### src/rtl/dtc_pkg.sv
package dtc_pkg;

    // channel count and register bus address width
    localparam int          DTC_NCH        = 32;
    localparam int          DTC_AW         = 12;

    // register byte offsets
    localparam logic [11:0] DTC_OFS_STATUS   = 12'h000;
    localparam logic [11:0] DTC_OFS_BASE     = 12'h004;
    localparam logic [11:0] DTC_OFS_EN_SET   = 12'h008;
    localparam logic [11:0] DTC_OFS_EN_CLR   = 12'h00C;
    localparam logic [11:0] DTC_OFS_BO_SET   = 12'h010;
    localparam logic [11:0] DTC_OFS_BO_CLR   = 12'h014;
    localparam logic [11:0] DTC_OFS_PRIO_SET = 12'h018;
    localparam logic [11:0] DTC_OFS_PRIO_CLR = 12'h01C;
    localparam logic [11:0] DTC_OFS_SWREQ    = 12'h020;
    localparam logic [11:0] DTC_OFS_ALT      = 12'h024;

    // control table layout: alternate half, structure stride, words inside
    localparam logic [31:0] DTC_TBL_ALT_OFS = 32'h0000_0200;
    localparam logic [31:0] DTC_TBL_STRIDE  = 32'h0000_0010;
    localparam logic [31:0] DTC_SE_SRC      = 32'h0000_0000;
    localparam logic [31:0] DTC_SE_DST      = 32'h0000_0004;
    localparam logic [31:0] DTC_SE_CTL      = 32'h0000_0008;
    localparam int          DTC_BASE_LSB    = 10;
    localparam int          DTC_BASE_W      = 22;

    // control word field positions
    localparam int          DTC_CW_MODE_LSB  = 0;
    localparam int          DTC_CW_MODE_W    = 3;
    localparam int          DTC_CW_BURST_BIT = 3;
    localparam int          DTC_CW_CNT_LSB   = 4;
    localparam int          DTC_CW_CNT_W     = 10;
    localparam int          DTC_CW_ARB_LSB   = 14;
    localparam int          DTC_CW_ARB_W     = 4;
    localparam int          DTC_CW_SSIZE_LSB = 24;
    localparam int          DTC_CW_SINC_LSB  = 26;
    localparam int          DTC_CW_DSIZE_LSB = 28;
    localparam int          DTC_CW_DINC_LSB  = 30;

    // mode field encodings
    localparam logic [2:0]  DTC_MODE_STOP  = 3'h0;
    localparam logic [2:0]  DTC_MODE_BASIC = 3'h1;
    localparam logic [2:0]  DTC_MODE_AUTO  = 3'h2;
    localparam logic [2:0]  DTC_MODE_PP    = 3'h3;

    // size and increment codes, largest arbitration exponent
    localparam logic [1:0]  DTC_INC_NONE  = 2'h3;
    localparam logic [1:0]  DTC_SIZE_WORD = 2'h2;
    localparam logic [3:0]  DTC_ARB_MAXLG = 4'hA;

    typedef enum logic [2:0] {
        S_IDLE,
        S_RD_SRC,
        S_RD_DST,
        S_RD_CTL,
        S_CHECK,
        S_RD_DATA,
        S_WR_DATA,
        S_WB_CTL
    } dtc_fsm_type;

    // memory master request group
    typedef struct packed {
        logic        req;
        logic        we;
        logic [1:0]  size;
        logic [31:0] addr;
        logic [31:0] wdata;
    } dtc_mem_req_type;

    // whole state of the engine
    typedef struct packed {
        dtc_fsm_type     st;
        logic [31:0]     en;
        logic [31:0]     bonly;
        logic [31:0]     prio;
        logic [31:0]     alt;
        logic [31:0]     swp;
        logic [31:0]     autoa;
        logic [31:0]     done;
        logic [21:0]     base;
        logic [4:0]      ch;
        logic            is_alt;
        logic            burst_req;
        logic            fin;
        logic [31:0]     src;
        logic [31:0]     dst;
        logic [31:0]     ctl;
        logic [31:0]     data;
        logic [10:0]     left;
        dtc_mem_req_type mem;
        logic            pready;
        logic            pslverr;
        logic [31:0]     prdata;
    } dtc_regs_type;

    localparam dtc_regs_type DTC_REGS_RST = '0;

endpackage

### src/rtl/dtc_arbiter.sv
`timescale 1ns/10ps
module dtc_arbiter
    import dtc_pkg::*;
(
    input  wire logic [31:0] req,
    input  wire logic [31:0] hi,
    output logic             valid,
    output logic [4:0]       idx
);

    // scan downward so the lowest requesting number wins within a level
    always_comb
    begin
        logic [4:0] hidx;
        logic [4:0] lidx;
        hidx = 5'h00;
        lidx = 5'h00;
        for (int i = DTC_NCH - 1; i >= 0; i--)
        begin
            if (req[i] && hi[i])
            begin
                hidx = 5'(i);
            end
            if (req[i])
            begin
                lidx = 5'(i);
            end
        end
        // high level beats every default channel
        valid = |req;
        idx   = (|(req & hi)) ? hidx : lidx;
    end

endmodule

### src/rtl/dtc_engine.sv
// Decided for this implementation: the register addresses and the APB register port.
`timescale 1ns/10ps
module dtc_engine
    import dtc_pkg::*;
(
    input  wire logic              clk,
    input  wire logic              resetn,
    input  wire logic              clk_en,
    input  wire logic              psel,
    input  wire logic              penable,
    input  wire logic              pwrite,
    input  wire logic [11:0]       paddr,
    input  wire logic [31:0]       pwdata,
    output logic [31:0]            prdata,
    output logic                   pready,
    output logic                   pslverr,
    input  wire logic [31:0]       req_single,
    input  wire logic [31:0]       req_burst,
    output dtc_mem_req_type        mem_out,
    input  wire logic              mem_ack,
    input  wire logic [31:0]       mem_rdata,
    output logic [31:0]            chan_done
);

    dtc_regs_type r;           // registered state
    dtc_regs_type n;           // next state
    logic [31:0]  elig;        // enabled channels with a live request
    logic         arb_valid;   // some channel eligible
    logic [4:0]   arb_idx;     // winning channel
    logic [2:0]   ctl_mode;    // mode field of fetched control word
    logic [9:0]   ctl_cnt;     // items remaining minus one
    logic [3:0]   ctl_arb;     // arbitration size exponent
    logic         ctl_stop;    // mode field does not name a live mode
    logic         multi;       // service moves a whole burst
    logic [10:0]  nitems;      // items for this service
    logic [10:0]  arb_items;   // arbitration size in items
    logic [31:0]  src_item;    // current source item address
    logic [31:0]  dst_item;    // current destination item address
    logic [31:0]  wb_word;     // control word to write back
    logic         apb_wr;      // register write commits this edge
    logic         en_set_wr;   // enable set being written
    logic         alt_cur;     // structure select of current channel

    // peripheral lines are same-clock logic, so no synchroniser
    assign elig = r.en & (req_burst | (req_single & ~r.bonly) | r.swp | r.autoa);

    dtc_arbiter u_arb
    (
        .req   (elig),
        .hi    (r.prio),
        .valid (arb_valid),
        .idx   (arb_idx)
    );

    // control word field extraction
    assign ctl_mode  = r.ctl[DTC_CW_MODE_LSB +: DTC_CW_MODE_W];
    assign ctl_cnt   = r.ctl[DTC_CW_CNT_LSB +: DTC_CW_CNT_W];
    assign ctl_arb   = (r.ctl[DTC_CW_ARB_LSB +: DTC_CW_ARB_W] > DTC_ARB_MAXLG) ?
                       DTC_ARB_MAXLG : r.ctl[DTC_CW_ARB_LSB +: DTC_CW_ARB_W];
    assign ctl_stop  = (ctl_mode == DTC_MODE_STOP) || (ctl_mode > DTC_MODE_PP);
    assign arb_items = 11'h001 << ctl_arb;
    // a burst request, or an auto transfer under way, moves a burst
    assign multi     = r.burst_req || (ctl_mode == DTC_MODE_AUTO) || r.autoa[r.ch];
    assign nitems    = (arb_items < (11'(ctl_cnt) + 11'h001)) ?
                       arb_items : (11'(ctl_cnt) + 11'h001);
    assign alt_cur   = r.alt[r.ch];

    // item address counts back from the inclusive end pointer
    assign src_item = (r.ctl[DTC_CW_SINC_LSB +: 2] == DTC_INC_NONE) ? r.src :
                      r.src - (32'(ctl_cnt) << r.ctl[DTC_CW_SINC_LSB +: 2]);
    assign dst_item = (r.ctl[DTC_CW_DINC_LSB +: 2] == DTC_INC_NONE) ? r.dst :
                      r.dst - (32'(ctl_cnt) << r.ctl[DTC_CW_DINC_LSB +: 2]);

    // last writeback leaves count 0 and mode Stop
    always_comb
    begin
        wb_word = r.ctl;
        if (r.fin)
        begin
            wb_word[DTC_CW_CNT_LSB +: DTC_CW_CNT_W]   = 10'h000;
            wb_word[DTC_CW_MODE_LSB +: DTC_CW_MODE_W] = DTC_MODE_STOP;
        end
    end

    // writes take effect at the edge where pready is seen high
    assign apb_wr    = psel && penable && r.pready && pwrite && !r.pslverr;
    assign en_set_wr = apb_wr && (paddr == DTC_OFS_EN_SET);

    // next-state process: register file and transfer sequencer
    always_comb
    begin
        logic [31:0] hw_clr;
        logic [31:0] grant_clr;
        logic        hit;
        logic [31:0] rdv;
        logic [31:0] tbl;
        hw_clr    = 32'h0000_0000;
        grant_clr = 32'h0000_0000;
        hit       = 1'b1;
        rdv       = 32'h0000_0000;
        n         = r;
        n.done    = 32'h0000_0000;
        // structure base: table base plus half plus channel stride
        tbl       = {r.base, 10'h000} + (r.is_alt ? DTC_TBL_ALT_OFS : 32'h0000_0000)
                    + (32'(r.ch) * DTC_TBL_STRIDE);

        // read decode, unmapped offsets answer with an error
        case (paddr)
            DTC_OFS_STATUS:   rdv = {22'h0, r.is_alt, (r.st != S_IDLE), 3'h0, r.ch};
            DTC_OFS_BASE:     rdv = {r.base, 10'h000};
            DTC_OFS_EN_SET,
            DTC_OFS_EN_CLR:   rdv = r.en;
            DTC_OFS_BO_SET,
            DTC_OFS_BO_CLR:   rdv = r.bonly;
            DTC_OFS_PRIO_SET,
            DTC_OFS_PRIO_CLR: rdv = r.prio;
            DTC_OFS_SWREQ:    rdv = r.swp;
            DTC_OFS_ALT:      rdv = r.alt;
            default:          hit = 1'b0;
        endcase

        // access phase answered one cycle after it opens
        n.pready = 1'b0;
        if (psel && penable && !r.pready)
        begin
            n.pready  = 1'b1;
            n.pslverr = !hit;
            n.prdata  = hit ? rdv : 32'h0000_0000;
        end

        case (r.st)
            // pick the best eligible channel
            S_IDLE:
            begin
                if (arb_valid)
                begin
                    n.ch        = arb_idx;
                    n.is_alt    = r.alt[arb_idx];
                    n.burst_req = req_burst[arb_idx];
                    grant_clr   = 32'h0000_0001 << arb_idx;
                    n.st        = S_RD_SRC;
                end
            end
            // fetch the three live words of the structure
            S_RD_SRC, S_RD_DST, S_RD_CTL:
            begin
                if (!r.mem.req)
                begin
                    n.mem.req  = 1'b1;
                    n.mem.we   = 1'b0;
                    n.mem.size = DTC_SIZE_WORD;
                    n.mem.addr = tbl + ((r.st == S_RD_SRC) ? DTC_SE_SRC :
                                        (r.st == S_RD_DST) ? DTC_SE_DST : DTC_SE_CTL);
                end
                else if (mem_ack)
                begin
                    n.mem.req = 1'b0;
                    if (r.st == S_RD_SRC)
                    begin
                        n.src = mem_rdata;
                        n.st  = S_RD_DST;
                    end
                    else if (r.st == S_RD_DST)
                    begin
                        n.dst = mem_rdata;
                        n.st  = S_RD_CTL;
                    end
                    else
                    begin
                        n.ctl = mem_rdata;
                        n.st  = S_CHECK;
                    end
                end
            end
            // decide what this service moves
            S_CHECK:
            begin
                if (ctl_stop)
                begin
                    hw_clr[r.ch]  = 1'b1;
                    n.autoa[r.ch] = 1'b0;
                    n.st          = S_IDLE;
                end
                else if (r.ctl[DTC_CW_BURST_BIT] && !multi)
                begin
                    // word asks for bursts only: drop the single request
                    n.st = S_IDLE;
                end
                else
                begin
                    n.left = multi ? nitems : 11'h001;
                    if (ctl_mode == DTC_MODE_AUTO)
                    begin
                        n.autoa[r.ch] = 1'b1;
                    end
                    n.st = S_RD_DATA;
                end
            end
            // read one item from the source
            S_RD_DATA:
            begin
                if (!r.mem.req)
                begin
                    n.mem.req  = 1'b1;
                    n.mem.we   = 1'b0;
                    n.mem.size = r.ctl[DTC_CW_SSIZE_LSB +: 2];
                    n.mem.addr = src_item;
                end
                else if (mem_ack)
                begin
                    n.mem.req = 1'b0;
                    n.data    = mem_rdata;
                    n.st      = S_WR_DATA;
                end
            end
            // write it to the destination and count it
            S_WR_DATA:
            begin
                if (!r.mem.req)
                begin
                    n.mem.req   = 1'b1;
                    n.mem.we    = 1'b1;
                    n.mem.size  = r.ctl[DTC_CW_DSIZE_LSB +: 2];
                    n.mem.addr  = dst_item;
                    n.mem.wdata = r.data;
                end
                else if (mem_ack)
                begin
                    n.mem.req = 1'b0;
                    n.mem.we  = 1'b0;
                    if (ctl_cnt == 10'h000)
                    begin
                        n.fin = 1'b1;
                        n.st  = S_WB_CTL;
                    end
                    else
                    begin
                        n.fin                                  = 1'b0;
                        n.ctl[DTC_CW_CNT_LSB +: DTC_CW_CNT_W] = ctl_cnt - 10'h001;
                        n.left                                 = r.left - 11'h001;
                        // burst spent: write back, then re-arbitrate
                        n.st = (r.left == 11'h001) ? S_WB_CTL : S_RD_DATA;
                    end
                end
            end
            // only the control word goes back, pointers stay untouched
            S_WB_CTL:
            begin
                if (!r.mem.req)
                begin
                    n.mem.req   = 1'b1;
                    n.mem.we    = 1'b1;
                    n.mem.size  = DTC_SIZE_WORD;
                    n.mem.addr  = tbl + DTC_SE_CTL;
                    n.mem.wdata = wb_word;
                end
                else if (mem_ack)
                begin
                    n.mem.req = 1'b0;
                    n.mem.we  = 1'b0;
                    if (r.fin)
                    begin
                        n.done[r.ch]  = 1'b1;
                        n.autoa[r.ch] = 1'b0;
                        if (ctl_mode == DTC_MODE_PP)
                        begin
                            // stay enabled and swap to the other structure
                            n.alt[r.ch] = ~r.alt[r.ch];
                        end
                        else
                        begin
                            hw_clr[r.ch] = 1'b1;
                        end
                    end
                    n.fin = 1'b0;
                    n.st  = S_IDLE;
                end
            end
            default:
            begin
                n.st = S_IDLE;
            end
        endcase

        // set-style and clear-style writes, software set beats hardware clear
        if (apb_wr && (paddr == DTC_OFS_BASE))
        begin
            n.base = pwdata[DTC_BASE_LSB +: DTC_BASE_W];
        end
        n.en = (r.en & ~hw_clr
                & ~((apb_wr && (paddr == DTC_OFS_EN_CLR)) ? pwdata : 32'h0000_0000))
               | (en_set_wr ? pwdata : 32'h0000_0000);
        n.bonly = (r.bonly & ~((apb_wr && (paddr == DTC_OFS_BO_CLR)) ? pwdata : 32'h0000_0000))
                  | ((apb_wr && (paddr == DTC_OFS_BO_SET)) ? pwdata : 32'h0000_0000);
        n.prio = (r.prio & ~((apb_wr && (paddr == DTC_OFS_PRIO_CLR)) ? pwdata : 32'h0000_0000))
                 | ((apb_wr && (paddr == DTC_OFS_PRIO_SET)) ? pwdata : 32'h0000_0000);
        // a new software request in the grant cycle is kept
        n.swp = (r.swp & ~grant_clr)
                | ((apb_wr && (paddr == DTC_OFS_SWREQ)) ? pwdata : 32'h0000_0000);
    end

    // single state register, frozen while clk_en is low
    always_ff @(posedge clk or negedge resetn)
    begin
        if (!resetn)
        begin
            r <= DTC_REGS_RST;
        end
        else if (clk_en)
        begin
            r <= n;
        end
    end

    // every output straight from the state register
    assign prdata    = r.prdata;
    assign pready    = r.pready;
    assign pslverr   = r.pslverr;
    assign mem_out   = r.mem;
    assign chan_done = r.done;

    // burst length never beyond arbitration size or remaining items
    burst_bound_a: assert property (@(posedge clk) disable iff (!resetn)
        (r.st == S_RD_DATA) |-> (r.left != 11'h000 && r.left <= arb_items
                                 && r.left <= (11'(ctl_cnt) + 11'h001)))
        else $error("burst length out of bounds");

    // burst-only channel granted only for a burst, software or auto request
    burst_only_a: assert property (@(posedge clk) disable iff (!resetn)
        (r.st == S_IDLE && arb_valid && r.bonly[arb_idx])
        |-> (req_burst[arb_idx] || r.swp[arb_idx] || r.autoa[arb_idx]))
        else $error("single request served on burst-only channel");

    // structure fetch lands on the right table slot
    table_slot_a: assert property (@(posedge clk) disable iff (!resetn)
        (r.st == S_RD_SRC && r.mem.req) |-> (r.mem.addr[9:0] == {alt_cur, r.ch, 4'h0}))
        else $error("structure address wrong");

    // structure writes only ever hit the control word
    ptr_untouched_a: assert property (@(posedge clk) disable iff (!resetn)
        (r.mem.req && r.mem.we && r.st == S_WB_CTL) |-> (r.mem.addr[3:0] == 4'h8))
        else $error("engine wrote an end pointer");

    // final writeback shows count 0 and mode Stop
    count_clear_a: assert property (@(posedge clk) disable iff (!resetn)
        (r.st == S_WB_CTL && r.fin && r.mem.req)
        |-> (r.mem.wdata[DTC_CW_CNT_LSB +: DTC_CW_CNT_W] == 10'h000
             && r.mem.wdata[DTC_CW_MODE_LSB +: DTC_CW_MODE_W] == DTC_MODE_STOP))
        else $error("completion writeback not zero and Stop");

    // grant only to an enabled channel
    enable_gate_a: assert property (@(posedge clk) disable iff (!resetn)
        (r.st == S_IDLE && arb_valid) |-> r.en[arb_idx])
        else $error("disabled channel granted");

    // completion of a one-shot mode disables the channel
    auto_disable_a: assert property (@(posedge clk) disable iff (!resetn)
        (clk_en && r.st == S_WB_CTL && r.mem.req && mem_ack && r.fin
         && ctl_mode != DTC_MODE_PP && !en_set_wr)
        |=> (!r.en[r.ch] && r.done[r.ch] && r.st == S_IDLE))
        else $error("channel still enabled after completion");

    // Stop mode moves nothing and disables
    stop_disable_a: assert property (@(posedge clk) disable iff (!resetn)
        (clk_en && r.st == S_CHECK && ctl_stop && !en_set_wr)
        |=> (r.st == S_IDLE && !r.en[r.ch] && !r.mem.req))
        else $error("Stop mode did not disable channel");

    // lone single request moves exactly one item
    single_item_a: assert property (@(posedge clk) disable iff (!resetn)
        (clk_en && r.st == S_CHECK && !ctl_stop && !multi && !r.ctl[DTC_CW_BURST_BIT])
        |=> (r.st == S_RD_DATA && r.left == 11'h001))
        else $error("single request moved more than one item");

    // ping-pong completion swaps structure and pulses the event
    pp_switch_a: assert property (@(posedge clk) disable iff (!resetn)
        (clk_en && r.st == S_WB_CTL && r.mem.req && mem_ack && r.fin
         && ctl_mode == DTC_MODE_PP)
        |=> (r.done[r.ch] && alt_cur != $past(alt_cur)))
        else $error("ping-pong switch missing");

endmodule

### config.mk
export PLATFORM = sky130hd
export DESIGN_NAME = dtc_engine
export DESIGN_NICKNAME = d
export VERILOG_FILES = /design/src/rtl/dtc_pkg.sv /design/src/rtl/dtc_arbiter.sv /design/src/rtl/dtc_engine.sv
export SDC_FILE = /design/constraint.sdc
export NUM_CORES = 1
export LEC_CHECK = 0
export BUFFER_PORTS_ARGS = -buffer_cell sky130_fd_sc_hd__buf_2
export CAP_MARGIN = 20
export CORE_MARGIN = 1.5
export CORE_UTILIZATION = 41
export DETAILED_ROUTE_END_ITERATION = 12
export SYNTH_ARGS = -nofsm -noshare
export SYNTH_HDL_FRONTEND = slang
export SYNTH_SLANG_ARGS = --single-unit
### constraint.sdc
create_clock -name clk -period 10.6 [get_ports clk]
set_input_delay 1.59 -clock clk [delete_from_list [all_inputs] [get_ports clk]]
set_output_delay 1.59 -clock clk [all_outputs]
set_load 0.01 [all_outputs]
==> impl_summary.txt <==
----------------------------------------------------
[Run status]
  Result of the run ... finished, final reports clean

[Timing]
  Relative slew slack ... 0.242
  Post-Route Setup TNS ... 0 ps
  Timing-limited maximum frequency ... 176 MHz
  Max Slew Vio Count ... 0
  Setup repair after global routing missed its margin ... false
  Final worst path period share ... 0.537
  Hold Fails Final Rpt ... 0
  Clock skew ... 30.1 ps
  Worst Max-Slew Pin Slew ... 1140 ps
  Min Tclk post-route ... 5700 ps
  Total of endpoints with negative setup slack in the final report ... 0
  Final-layout worst hold slack ... 475 ps

[Global routing]
  All-Layer GR Usage ... 0.325
  Via count of the first global-routing pass ... 24,900
  Wire length of the first global-routing pass ... 173,000 um
  Antenna violations before repair ... 4
  Largest net degree at the start of global routing ... 161
  Residual overflow from global routing ... 0

[Routing]
  Number of optimization iterations in the first detailed-route pass ... 8
  Via density per instance ... 6.30
  Total vias in the final route ... 26,000
  Number of DRC markers after the initial detailed-route iteration ... 3,065
  WL/cell ... 28.8 um
  Post-route antenna net violation count ... 0
  Total wire length after detailed routing ... 119,000 um
  Remaining design rule violation count ... 0

[Pwr]
  Net switching power figure ... 0.00104 W
  Static Leakage ... 14.9 nW
  Peak supply drop ... 0.122 mV
  Overall power ... 0.00431 W
  Sw frac ... 0.241
  Share of total power in sequential cells ... 0.449
  Power Density ... 133 mW/mm^2
  Share of total power in the clock network ... 0.508
  Internal Power ... 0.00327 W
  Power share of the combinational group ... 0.043

[Clock network]
  H-tree depth reported by CTS ... 2
  Post-CTS Hold Fix Bufs ... 0
  Setup Buffers After CTS ... 0
  Num Clock Sinks ... 498
  Total of cells resized after clock tree synthesis ... 0
  CTS Buf Count ... 59
  Clk Tree Root Cell ... sky130_fd_sc_hd__clkbuf_16
  CTS clk-pin slew, worst paths ... 60 ps
  Buffers from clock root to sink, at most ... 3
  CTS tree ... yes
  Clock network latency to the later pin of the worst-skew pair ... 660 ps

[Setup path]
  Required @ worst endpoint ... 11,130 ps
  Arrival @ worst endpoint ... 6230 ps
  Critical path cell sequence ... buf_2 -> or3_1 -> o211ai_1 -> nor4bb_1 -> nand4b_1 -> nor4_2 -> a41oi_1 -> nand2b_1 -> o21ai_1 -> a211oi_1 -> a2111o_1 -> o211ai_1 -> a211o_1
  Worst path max stage delay ... 940 ps
  Critical-path top delay cell ... sky130_fd_sc_hd__nor4bb_1
  Crit end category ... flop
  WS Path Type ... input port to flop
  Peak fanout along the critical path ... 14
  Kind of launch point of the worst setup path ... input port
  Most used cell along the critical path ... sky130_fd_sc_hd__o211ai_1

[Synth]
  Syn_nets ... 3,242
  Area of the mapped netlist ... 0.0289 sq mm
  Synth Area per Inst ... 9.47 sq um
  Share of the yosys chip area belonging to registers ... 0.431
  Most frequently used cell type in the post-synthesis netlist ... sky130_fd_sc_hd__dfrtp_1
  Synth Register Bits ... 498
  Proportion of synthesized flip-flops having asynchronous set or reset ... 1.00
  Mapped Cells ... 3,053
  Yosys top cell area share ... 0.431
  Top cells by count, synth ... sky130_fd_sc_hd__dfrtp_1 (498), sky130_fd_sc_hd__o21ai_0 (430), sky130_fd_sc_hd__nand2_1 (289), sky130_fd_sc_hd__mux2_2 (177), sky130_fd_sc_hd__clkbuf_1 (174)
  Dominant cells by area after synthesis ... sky130_fd_sc_hd__dfrtp_1 (43%), sky130_fd_sc_hd__o21ai_0 (7.4%), sky130_fd_sc_hd__mux2_2 (6.9%), sky130_fd_sc_hd__nand2_1 (3.8%), sky130_fd_sc_hd__buf_4 (3.5%)
  Largest area contributor in the synthesized netlist ... sky130_fd_sc_hd__dfrtp_1
  Count of different cell masters after synthesis ... 90
  Post-synth EDFFs ... 0
  Yosys warnings ... 0
  Main synth FF type ... sky130_fd_sc_hd__dfrtp_1

[Cells and area]
  Post-route core utilization ... 0.464
  Number of nets in the layout ... 3,320
  Share of post-route cells with drive strength above 1 ... 0.215
  Summed area of non-filler cells in the final layout ... 0.0324 sq mm
  Total inserted antenna cells ... 0
  Area Overhead vs Synth ... 12.1%

[Die]
  Chip width ... 269 um
  Number of I/O pins ... 281
  Core area ... 0.0699 sq mm
  Number of placement rows ... 97
  Die area ... 0.0721 sq mm
  Vertical die dimension ... 269 um
  Initial Utilization ... 0.414

[Job]
  Maximum capacitance violations ... 0

[Place]
  Buffers on Ports ... 280
  Detailed Place HPWL ... 88,500 um
  Placed cell areas ... 0.0303 sq mm
  RD Place Congestion ... 0.990

[Worst hold path]
  Path class of the lowest-slack min-delay path ... flop to flop

----------------------------------------------------
-- power groups by stage --
stage | Clock [W] | Sequential (W) | Combinational, W
after floorplan | 0 | 0.00196 | 0.0000702
after global placement | 0 | 0.00197 | 0.000181
after detailed placement | 0 | 0.00197 | 0.000183
after CTS | 0.00222 | 0.00193 | 0.000184
after global routing | 0.00230 | 0.00193 | 0.000200
final | 0.00219 | 0.00193 | 0.000184
-- state kept, by name, indices dropped and copies added (netlist names), named ones only --
signal	cells
pready	1
chan_done	32
r	319
ctl_mode	3
pslverr	1
ctl_cnt	10
prdata	32
mem_out	68
-- worst paths after layout --
| check | startpoint | depth (start not counted) | slack [ps] | end |
|---|---|---|---|---|
| max in group asynchronous | resetn | 4 | 7460 | r[368] |
| setup reg to reg | ctl_cnt[0] | 18 | 4940 | mem_out[60] |
| setup / recovery | req_burst[30] | 13 | 4900 | r[242] |
| hold / removal | mem_out[22] | 2 | 470 | mem_out[22] |
| hold reg to reg | mem_out[22] | 2 | 470 | mem_out[22] |
| min in group asynchronous | resetn | 1 | 1060 | mem_out[23] |
-- routing by layer --
layer	part of all wire	global-route usage
met4	0.031	0.0941
met2	0.45	0.500
met5	0.00019	0
met1	0.45	0.470
met3	0.078	0.0518
-- kinds of logic (layout without fill, tap and decap cells) --
family	after synthesis	count (layout)	synth area share
xor gates and xnor gates	61	61	0.0185
adders and majority gates	43	43	0.0190
and+or+nand+nor	815	815	0.135
DFF	498	498	0.431
buffers and inverters	373	498	0.0664
AOI/OAI and AO/OA	1010	1010	0.227
muxes	253	253	0.103
-- area by class of cell --
class / instances / area, sq um
Fill cell: 6805 / 37500
Clock inverter: 30 / 420
Multi-Input combinational cell: 2182 / 14600
Sequential cell: 498 / 12500
Inverter: 53 / 199
Timing Repair Buffer: 337 / 1890
Clock buffer: 78 / 1630
Tap cell: 940 / 1180
-- layout by cell type (no fill, tap or decap), types with 40 or more instances in the layout --
master / count
sky130_fd_sc_hd__mux2_2: 177
sky130_fd_sc_hd__buf_4: 53
sky130_fd_sc_hd__a22o_1: 64
sky130_fd_sc_hd__nand3_1: 52
sky130_fd_sc_hd__buf_2: 279
sky130_fd_sc_hd__mux2i_1: 57
sky130_fd_sc_hd__ha_1: 40
sky130_fd_sc_hd__nor2_1: 166
sky130_fd_sc_hd__nor3_1: 51
sky130_fd_sc_hd__clkbuf_16: 59
sky130_fd_sc_hd__a21oi_1: 133
sky130_fd_sc_hd__nand2_1: 286
sky130_fd_sc_hd__dfrtp_1: 498
sky130_fd_sc_hd__inv_1: 48
sky130_fd_sc_hd__a22oi_1: 101
sky130_fd_sc_hd__o21ai_0: 430
sky130_fd_sc_hd__nor2b_1: 42
-- critical path: cells and delay by family --
kind	cells	cell delay, ps
buf+inv	1	110
compound gates	7	1820
simple gates	5	2680
-- per-stage QoR --
stage | setup slack (ps) | std cells
2_1_floorplan | 5920 | 3053
3_3_place_gp | 4380 | 4008
3_5_place_dp | 4330 | 4008
4_1_cts | 4990 | 4116
5_1_grt | 4530 | 4118
6_report | 4900 | 4118
(Power assumes the default switching activity.)
